<file path="config.mk">
export PLATFORM = sky130hd
export DESIGN_NAME = aerms_bank
export DESIGN_NICKNAME = d
export VERILOG_FILES = /design/src/aerms_pkg.sv /design/src/aerms_status_bits.sv /design/src/aerms_lowest_bit.sv /design/src/aerms_bank.sv
export VERILOG_INCLUDE_DIRS = /design/src
export SDC_FILE = /design/constraint.sdc
export NUM_CORES = 1
export LEC_CHECK = 0
export ABC_AREA = 1
export ABC_CLOCK_PERIOD_IN_PS = 2100
export BUFFER_PORTS_ARGS = -buffer_cell sky130_fd_sc_hd__clkbuf_2
export CAP_MARGIN = 5
export CORE_MARGIN = 3
export CORE_UTILIZATION = 35
export CTS_CLUSTER_SIZE = 16
export DETAILED_ROUTE_END_ITERATION = 12
export PLACE_DENSITY = 0.71
export SLEW_MARGIN = 15
export SYNTH_ARGS = -nofsm -noshare
export SYNTH_HDL_FRONTEND = slang
export SYNTH_HIERARCHICAL = 1
export SYNTH_SLANG_ARGS = --single-unit
</file>
<file path="constraint.sdc">
create_clock -name sys_clk -period 2.1 [get_ports sys_clk]
set_clock_uncertainty 0.2 [all_clocks]
set_input_delay 0.21 -clock sys_clk [delete_from_list [all_inputs] [get_ports sys_clk]]
set_output_delay 0.21 -clock sys_clk [all_outputs]
set_load 0.02 [all_outputs]
</file>
<file path="src/aerms_map.svh">
/*
 * Register offsets, field positions, reset values and bit layouts of the
 * uncorrectable error mask and severity bank.
 * Assumes inclusion by bare name from the package and the design modules.
 */
`ifndef AERMS_MAP_SVH
`define AERMS_MAP_SVH

`define AERMS_ADDR_W 12
`define AERMS_DATA_W 32
`define AERMS_PTR_W 5

`define AERMS_OFF_STATUS 12'h104
`define AERMS_OFF_SUPPRESS 12'h108
`define AERMS_OFF_FATALITY 12'h10c
`define AERMS_OFF_FIRST_ERR 12'h118
`define AERMS_OFF_IRQ_MASK 12'h1f0

`define AERMS_BIT_TRAINING 0
`define AERMS_BIT_DL_PROTOCOL 4
`define AERMS_BIT_POISONED 12
`define AERMS_BIT_FC_PROTOCOL 13
`define AERMS_BIT_CPL_TIMEOUT 14
`define AERMS_BIT_CPL_ABORT 15
`define AERMS_BIT_UNEXP_CPL 16
`define AERMS_BIT_RX_OVERFLOW 17
`define AERMS_BIT_MALFORMED 18
`define AERMS_BIT_ECRC 19
`define AERMS_BIT_UNSUP_REQ 20
`define AERMS_BIT_ACS_VIOL 21

`define AERMS_DEFINED_BITS 32'h003f_f011
`define AERMS_RST_STATUS 32'h0000_0000
`define AERMS_RST_SUPPRESS 32'h0000_0000
`define AERMS_RST_FATALITY 32'h0006_2011
`define AERMS_RST_IRQ_MASK 32'h003f_f011
`define AERMS_RST_PTR 5'h00

`endif

</file>
<file path="src/aerms_pkg.sv">
/*
 * Types shared by the uncorrectable error mask and severity bank.
 * Assumes aerms_map.svh is on the include path.
 */
`include "aerms_map.svh"

package aerms_pkg;
	typedef logic [`AERMS_DATA_W-1:0] aerms_word_t;
	typedef logic [`AERMS_ADDR_W-1:0] aerms_addr_t;
	typedef logic [`AERMS_PTR_W-1:0] aerms_ptr_t;
endpackage : aerms_pkg

</file>
<file path="src/aerms_status_bits.sv">
/*
 * Sticky write-one-to-clear error status bits, one per defined error.
 * Assumes one-cycle event strobes and a one-cycle clear vector, both on sys_clk.
 */
`timescale 1ns/10ps
`default_nettype none
`include "aerms_map.svh"

module aerms_status_bits
	import aerms_pkg::*;
(
	input wire logic sys_clk,
	input wire logic rst,
	input wire aerms_pkg::aerms_word_t errEvent,
	input wire aerms_pkg::aerms_word_t clearBits,
	output logic [31:0] status
);
	import aerms_pkg::*;

	aerms_word_t next_status;

	genvar i;
	generate
		for (i = 0; i < 32; i = i + 1) begin : g_bit
			localparam aerms_word_t DEF = `AERMS_DEFINED_BITS;
			if (DEF[i]) begin : g_def
				// Set wins over a same-cycle clear
				always_comb begin
					next_status[i] = errEvent[i] | (status[i] & ~clearBits[i]);
				end
			end else begin : g_rsv
				always_comb begin
					next_status[i] = 1'b0;
				end
			end
		end
	endgenerate

	always_ff @(posedge sys_clk) begin
		if (rst) begin
			status <= `AERMS_RST_STATUS;
		end else begin
			status <= next_status;
		end
	end
endmodule : aerms_status_bits

`default_nettype wire

</file>
<file path="src/aerms_lowest_bit.sv">
/*
 * Finds the lowest set bit of a 32-bit vector and returns its position.
 * Purely combinational; assumes nothing of its surroundings.
 */
`timescale 1ns/10ps
`default_nettype none
`include "aerms_map.svh"

module aerms_lowest_bit
	import aerms_pkg::*;
(
	input wire aerms_pkg::aerms_word_t vec,
	output aerms_pkg::aerms_ptr_t index,
	output logic found
);
	import aerms_pkg::*;

	always_comb begin
		index = `AERMS_RST_PTR;
		found = 1'b0;
		for (int k = 31; k >= 0; k--) begin
			if (vec[k]) begin
				index = aerms_ptr_t'(k);
				found = 1'b1;
			end
		end
	end
endmodule : aerms_lowest_bit

`default_nettype wire

</file>
<file path="src/aerms_bank.sv">
/*
 * Uncorrectable error mask and severity bank of one switch port, with the
 * status bits, first error pointer, header log strobe, pending error
 * messages and an interrupt.
 * Assumes one-cycle error event strobes from the port logic, a header log
 * that captures on logCapture, and a message generator that acknowledges
 * each pending message with a one-cycle accept.
 */
`timescale 1ns/10ps
`default_nettype none
`include "aerms_map.svh"

module aerms_bank
	import aerms_pkg::*;
(
	input wire logic sys_clk,
	input wire logic rst,
	input wire aerms_pkg::aerms_addr_t regAddr,
	input wire aerms_pkg::aerms_word_t regWriteData,
	input wire logic regWrite,
	input wire logic regRead,
	output aerms_pkg::aerms_word_t regReadData,
	input wire aerms_pkg::aerms_word_t errEvent,
	output aerms_pkg::aerms_word_t errStatus,
	output aerms_pkg::aerms_word_t errSuppress,
	output aerms_pkg::aerms_word_t errFatality,
	output logic logCapture,
	output aerms_pkg::aerms_ptr_t logBit,
	output aerms_pkg::aerms_ptr_t firstErrPtr,
	output logic fatalMsgReq,
	input wire logic fatalMsgAccept,
	output logic nonFatalMsgReq,
	input wire logic nonFatalMsgAccept,
	output logic irq
);
	import aerms_pkg::*;

	localparam aerms_word_t DEFINED = `AERMS_DEFINED_BITS;

	// Register file state
	aerms_word_t suppress;
	aerms_word_t fatality;
	aerms_word_t irqMask;
	aerms_word_t next_suppress;
	aerms_word_t next_fatality;
	aerms_word_t next_irqMask;
	aerms_word_t next_regReadData;

	// Error path state
	aerms_ptr_t ptr;
	logic ptrValid;
	logic logStrobe;
	aerms_ptr_t logIndex;
	logic fatalPending;
	logic nonFatalPending;
	aerms_ptr_t next_ptr;
	logic next_ptrValid;
	logic next_logStrobe;
	aerms_ptr_t next_logIndex;
	logic next_fatalPending;
	logic next_nonFatalPending;

	// Decode and derived terms
	logic hitStatus;
	logic hitSuppress;
	logic hitFatality;
	logic hitFirstErr;
	logic hitIrqMask;
	aerms_word_t clearBits;
	aerms_word_t status;
	aerms_word_t reported;
	aerms_word_t ptrBit;
	aerms_ptr_t lowIndex;
	logic lowFound;
	logic anyFatal;
	logic anyNonFatal;
	logic ptrCleared;

	always_comb begin
		hitStatus = (regAddr == `AERMS_OFF_STATUS);
		hitSuppress = (regAddr == `AERMS_OFF_SUPPRESS);
		hitFatality = (regAddr == `AERMS_OFF_FATALITY);
		hitFirstErr = (regAddr == `AERMS_OFF_FIRST_ERR);
		hitIrqMask = (regAddr == `AERMS_OFF_IRQ_MASK);
	end

	// Write-one-to-clear of the status bits
	always_comb begin
		clearBits = '0;
		if (regWrite && hitStatus) begin
			clearBits = regWriteData & DEFINED;
		end
	end

	aerms_status_bits u_status (
		.sys_clk(sys_clk),
		.rst(rst),
		.errEvent(errEvent & DEFINED),
		.clearBits(clearBits),
		.status(status)
	);

	// Only unmasked events reach the log and the message path
	always_comb begin
		reported = errEvent & DEFINED & ~suppress;
		anyFatal = |(reported & fatality);
		anyNonFatal = |(reported & ~fatality);
	end

	aerms_lowest_bit u_lowest (
		.vec(reported),
		.index(lowIndex),
		.found(lowFound)
	);

	// Register file
	always_comb begin
		next_suppress = suppress;
		next_fatality = fatality;
		next_irqMask = irqMask;
		if (regWrite && hitSuppress) begin
			next_suppress = regWriteData & DEFINED;
		end
		if (regWrite && hitFatality) begin
			next_fatality = regWriteData & DEFINED;
		end
		if (regWrite && hitIrqMask) begin
			next_irqMask = regWriteData & DEFINED;
		end
	end

	// Read data valid in the cycle after the strobe only
	always_comb begin
		next_regReadData = '0;
		if (regRead) begin
			if (hitStatus) begin
				next_regReadData = status;
			end else if (hitSuppress) begin
				next_regReadData = suppress;
			end else if (hitFatality) begin
				next_regReadData = fatality;
			end else if (hitFirstErr) begin
				next_regReadData = {27'h0000000, ptr};
			end else if (hitIrqMask) begin
				next_regReadData = irqMask;
			end
		end
	end

	always_ff @(posedge sys_clk) begin
		if (rst) begin
			suppress <= `AERMS_RST_SUPPRESS;
			fatality <= `AERMS_RST_FATALITY;
			irqMask <= `AERMS_RST_IRQ_MASK;
			regReadData <= '0;
		end else begin
			suppress <= next_suppress;
			fatality <= next_fatality;
			irqMask <= next_irqMask;
			regReadData <= next_regReadData;
		end
	end

	// First error pointer, header log strobe and pending messages
	always_comb begin
		ptrBit = aerms_word_t'(1) << ptr;
		ptrCleared = ptrValid && |(clearBits & ptrBit);
		next_ptr = ptr;
		next_ptrValid = ptrValid;
		next_logStrobe = 1'b0;
		next_logIndex = logIndex;
		if (ptrCleared) begin
			next_ptrValid = 1'b0;
		end
		// A new error in the clearing cycle still takes the pointer
		if (lowFound && (!ptrValid || ptrCleared)) begin
			next_ptr = lowIndex;
			next_ptrValid = 1'b1;
			next_logStrobe = 1'b1;
			next_logIndex = lowIndex;
		end
		next_fatalPending = anyFatal | (fatalPending & ~fatalMsgAccept);
		next_nonFatalPending = anyNonFatal | (nonFatalPending & ~nonFatalMsgAccept);
	end

	always_ff @(posedge sys_clk) begin
		if (rst) begin
			ptr <= `AERMS_RST_PTR;
			ptrValid <= 1'b0;
			logStrobe <= 1'b0;
			logIndex <= `AERMS_RST_PTR;
			fatalPending <= 1'b0;
			nonFatalPending <= 1'b0;
		end else begin
			ptr <= next_ptr;
			ptrValid <= next_ptrValid;
			logStrobe <= next_logStrobe;
			logIndex <= next_logIndex;
			fatalPending <= next_fatalPending;
			nonFatalPending <= next_nonFatalPending;
		end
	end

	always_comb begin
		errStatus = status;
		errSuppress = suppress;
		errFatality = fatality;
		logCapture = logStrobe;
		logBit = logIndex;
		firstErrPtr = ptr;
		fatalMsgReq = fatalPending;
		nonFatalMsgReq = nonFatalPending;
		irq = |(status & ~irqMask);
	end
endmodule : aerms_bank

`default_nettype wire

</file>
==> reports/results.tsv <==
stage	metric	value	unit
power_and_ir_drop	powerDensity	606	mW/mm^2
synthesis	ys_types	40	
place	gp_congestion	0.895	
setup_path	reg2reg_slack	0	ps
power_and_ir_drop	peakVddDrop	0.440	mV
grt	overflow	0	
cells_and_area	design_area	0.00668	sq mm
setup_path	end_kind	output port	
synthesis	netlist_area	0.00514	sq mm
hold_path	min-delay-path-class	in2reg	
drt	routed_wl	16000	microns
setup_path	rr_startpoint	errSuppress[21]$_SDFFE_PP0P_	
synthesis	syn_avg_cell_area	6.74	sq um
floorplanning	die_width	127	microns
drt	drc	0	
timing	finalCriticalPeriod	2230	ps
clock_tree	cts_sinks	89	
synthesis	ys_ff_latch	89	
place	hpwl	12700	microns
timing	report.final.slew_viol_count	0	
synthesis	syn-instance-count	762	
setup_path	slowest_stage	dfxtp_4	
synthesis	synth_compound_area_share	18.1	%
status	violations	setup timing	
synthesis	synthMuxAreaShare	0	%
timing	setup_viol	2	
cells_and_area	layout.cells.most_common_list	inv_1, clkbuf_2, nand2_1	
grt	grt_pass1_vias	4971	
status	status	finished with violations	
hold_path	holdPathStages	3	
setup_path	regToRegEndpoint	logBit[0]$_SDFFE_PP0P_	
hold_path	holdPathEnd	errSuppress[4]$_SDFFE_PP0P_	
synthesis	yosysTopAreaCell	dfxtp_1	
timing	max_freq	448	MHz
synthesis	yosysSeqAreaShare	34.7	%
drt	dr_total_vias	5315	
drt	wl_per_cell	13.8	microns
timing	grt_setup_unrepaired	true	
cells_and_area	layout_commonest_cell	inv_1	
timing	finalHoldViolCount	0	
power_and_ir_drop	leakage	3.50	nW
clock_tree	path_clk_slew	60	ps
drt	antenna_left	0	
clock_tree	cts_tree	done	
place	port_buffers	123	
drt	dr.pass1.iters	5	
setup_path	cp_top_family	simple AND/OR/NAND/NOR gates	
setup_path	slowest_delay	360	ps
setup_path	reg2reg_depth	27	
grt	grt_first_pass_wirelength	25400	microns
setup_path	crit_required	1690	ps
floorplanning	core_area	0.0141	sq mm
drt	drtIter0Drc	444	
setup_path	path_max_fanout	3	
synthesis	ys_warn_count	6	
run	cap_violations	0	
cells_and_area	num_antenna_cells	0	
grt	antenna_found_initial	1	
floorplanning	io_pins	224	
drt	vias_per_cell	4.58	
synthesis	synthSimpleGateAreaFrac	23.2	%
synthesis	synth_xor_area_share	0	%
clock_tree	h-tree-depth	3	
synthesis	netlist_top_cells_area	dfxtp_1, inv_1, buf_4	
floorplanning	fp.dieH	127	microns
synthesis	synth_top_family_by_area	buffers and inverters	
grt	grt_start_max_net_pins	27	
timing	period_share	106	%
timing	tns	-134	ps
synthesis	synth_top_area_share	34.7	%
clock_tree	clk_latency	350	ps
synthesis	synth_adder_area_share	0	%
cells_and_area	area_growth	30.1	%
clock_tree	cts_root_buf	clkbuf_16	
place	pre_cts_ws	-31.5	ps
setup_path	cp_common_cell	nor4_2	
setup_path	cp_cell_sequence	inv_4, o22ai_4, nor4_2, nand2_1, nor4_2, o2111ai_1, buf_4	
setup_path	critPathLaunchType	register	
cells_and_area	nets	1059	
cells_and_area	drive_gt1_share	23.9	%
setup_path	path_class	reg2out	
timing	holdWs	23.0	ps
clock_tree	cts_buffer_depth	2	
floorplanning	initial_core_util	36.4	%
grt	gr-usage-all-layers	19.8	%
setup_path	cp.buffers_inverters	2	
timing	final.setup.worst_slack	-132	ps
place	place_area	0.00611	sq mm
hold_path	min_from	regWriteData[4]	
cells_and_area	final_util	47.4	%
setup_path	cp_data_arrival_time	1820	ps
floorplanning	num_rows	43	
clock_tree	numCtsBuffers	9	
floorplanning	die-area	0.0162	sq mm
[layout make-up]
type                       instances  area (sq um)
clock buffer                       9           225
clock inverter                     5          81.3
fill                            1459          7410
inverter                         167           634
multi-input combinational        522          2560
sequential                        89          1800
tap                              180           225
timing repair buffer             188          1160
[worst max path at each step]
stage	startpoint	end	cells past startpoint
2_1_floorplan	errSuppress[21]$_SDFFE_PP0P_	logBit[0]$_SDFFE_PP0P_	27
6_report	u_status/status[20]$_SDFF_PP0_	irq	7
3_5_place_dp	errEvent[21]	logBit[0]$_SDFFE_PP0P_	29
5_1_grt	errSuppress[21]$_SDFFE_PP0P_	logBit[0]$_SDFFE_PP0P_	27
4_1_cts	errSuppress[21]$_SDFFE_PP0P_	logBit[0]$_SDFFE_PP0P_	27
3_3_place_gp	errEvent[21]	logBit[0]$_SDFFE_PP0P_	29
[through the flow]
step                cells  power, mW
finish               1160       4.05
floorplan             865       2.24
global route         1160       4.19
CTS                  1157       4.03
detailed placement   1125       2.32
global placement     1125       2.32
[cell families after synthesis]
family / count (synthesis)
DFF: 89
other: 2
and+or+nand+nor: 268
AOI/OAI and AO/OA: 149
buffers and inverters: 254
[Yosys cell counts]
cell / instances
inv_1: 159
nand2_1: 109
dfxtp_1: 89
nor2_1: 83
buf_4: 65
o21ai_0: 52
a21oi_1: 31
nand3_1: 30
o211ai_1: 18
nor3_1: 17
clkbuf_1: 15
a21oi_2: 12
nor4_1: 9
o22ai_1: 8
inv_2: 7
nand4_1: 7
o31ai_1: 7
a221oi_1: 5
a211oi_1: 4
buf_2: 4
nor2_4: 4
buf_6: 3
a311oi_1: 2
a31oi_1: 2
a41oi_1: 2
conb_1: 2
nand2_2: 2
o221ai_1: 2
a22o_1: 1
inv_4: 1
nand3_2: 1
nand3_4: 1
nand3b_1: 1
nor2_2: 1
nor2_8: 1
nor3_2: 1
nor3b_1: 1
o2111ai_1: 1
o21ai_1: 1
o21bai_1: 1
[power by group]
part / internal (mW) / leakage, nW / switching [mW]
combinational: 0.184 / 2.63 / 0.416
clock: 1.03 / 0.148 / 0.673
sequential: 1.72 / 0.723 / 0.0272
[repair_timing]
item	CTS	global route
hold buffers	18	0
pin swaps	0	7
endpoints found under the setup margin	1	8
buffers inserted	0	3
hold endpoints to repair	20	0
gates resized for setup	7	19
[tightest hold or removal path, cell delays in order]
cell	delay, ps
clkbuf_2	90
inv_1	100
a21oi_1	140
[registers in the layout (all words and copies together), names as in the netlist]
register,count
logBit,5
errFatality,12
logCapture,1
errSuppress,12
u_status/status,12
irqMask,12
ptrValid,1
nonFatalMsgReq,1
regReadData,32
fatalMsgReq,1
[metal layers]
| metal | GRT usage, % | share of wire, % | up-vias |
|---|---|---|---|
| met5 | 0 | 0.081 | - |
| met4 | 6.69 | 2.4 | 2 |
| met3 | 4.64 | 8.5 | 31 |
| met2 | 33.9 | 48 | 247 |
| met1 | 24.4 | 41 | 2348 |
| li1 | - | - | 2687 |
Power figures use the tool's default switching activity.
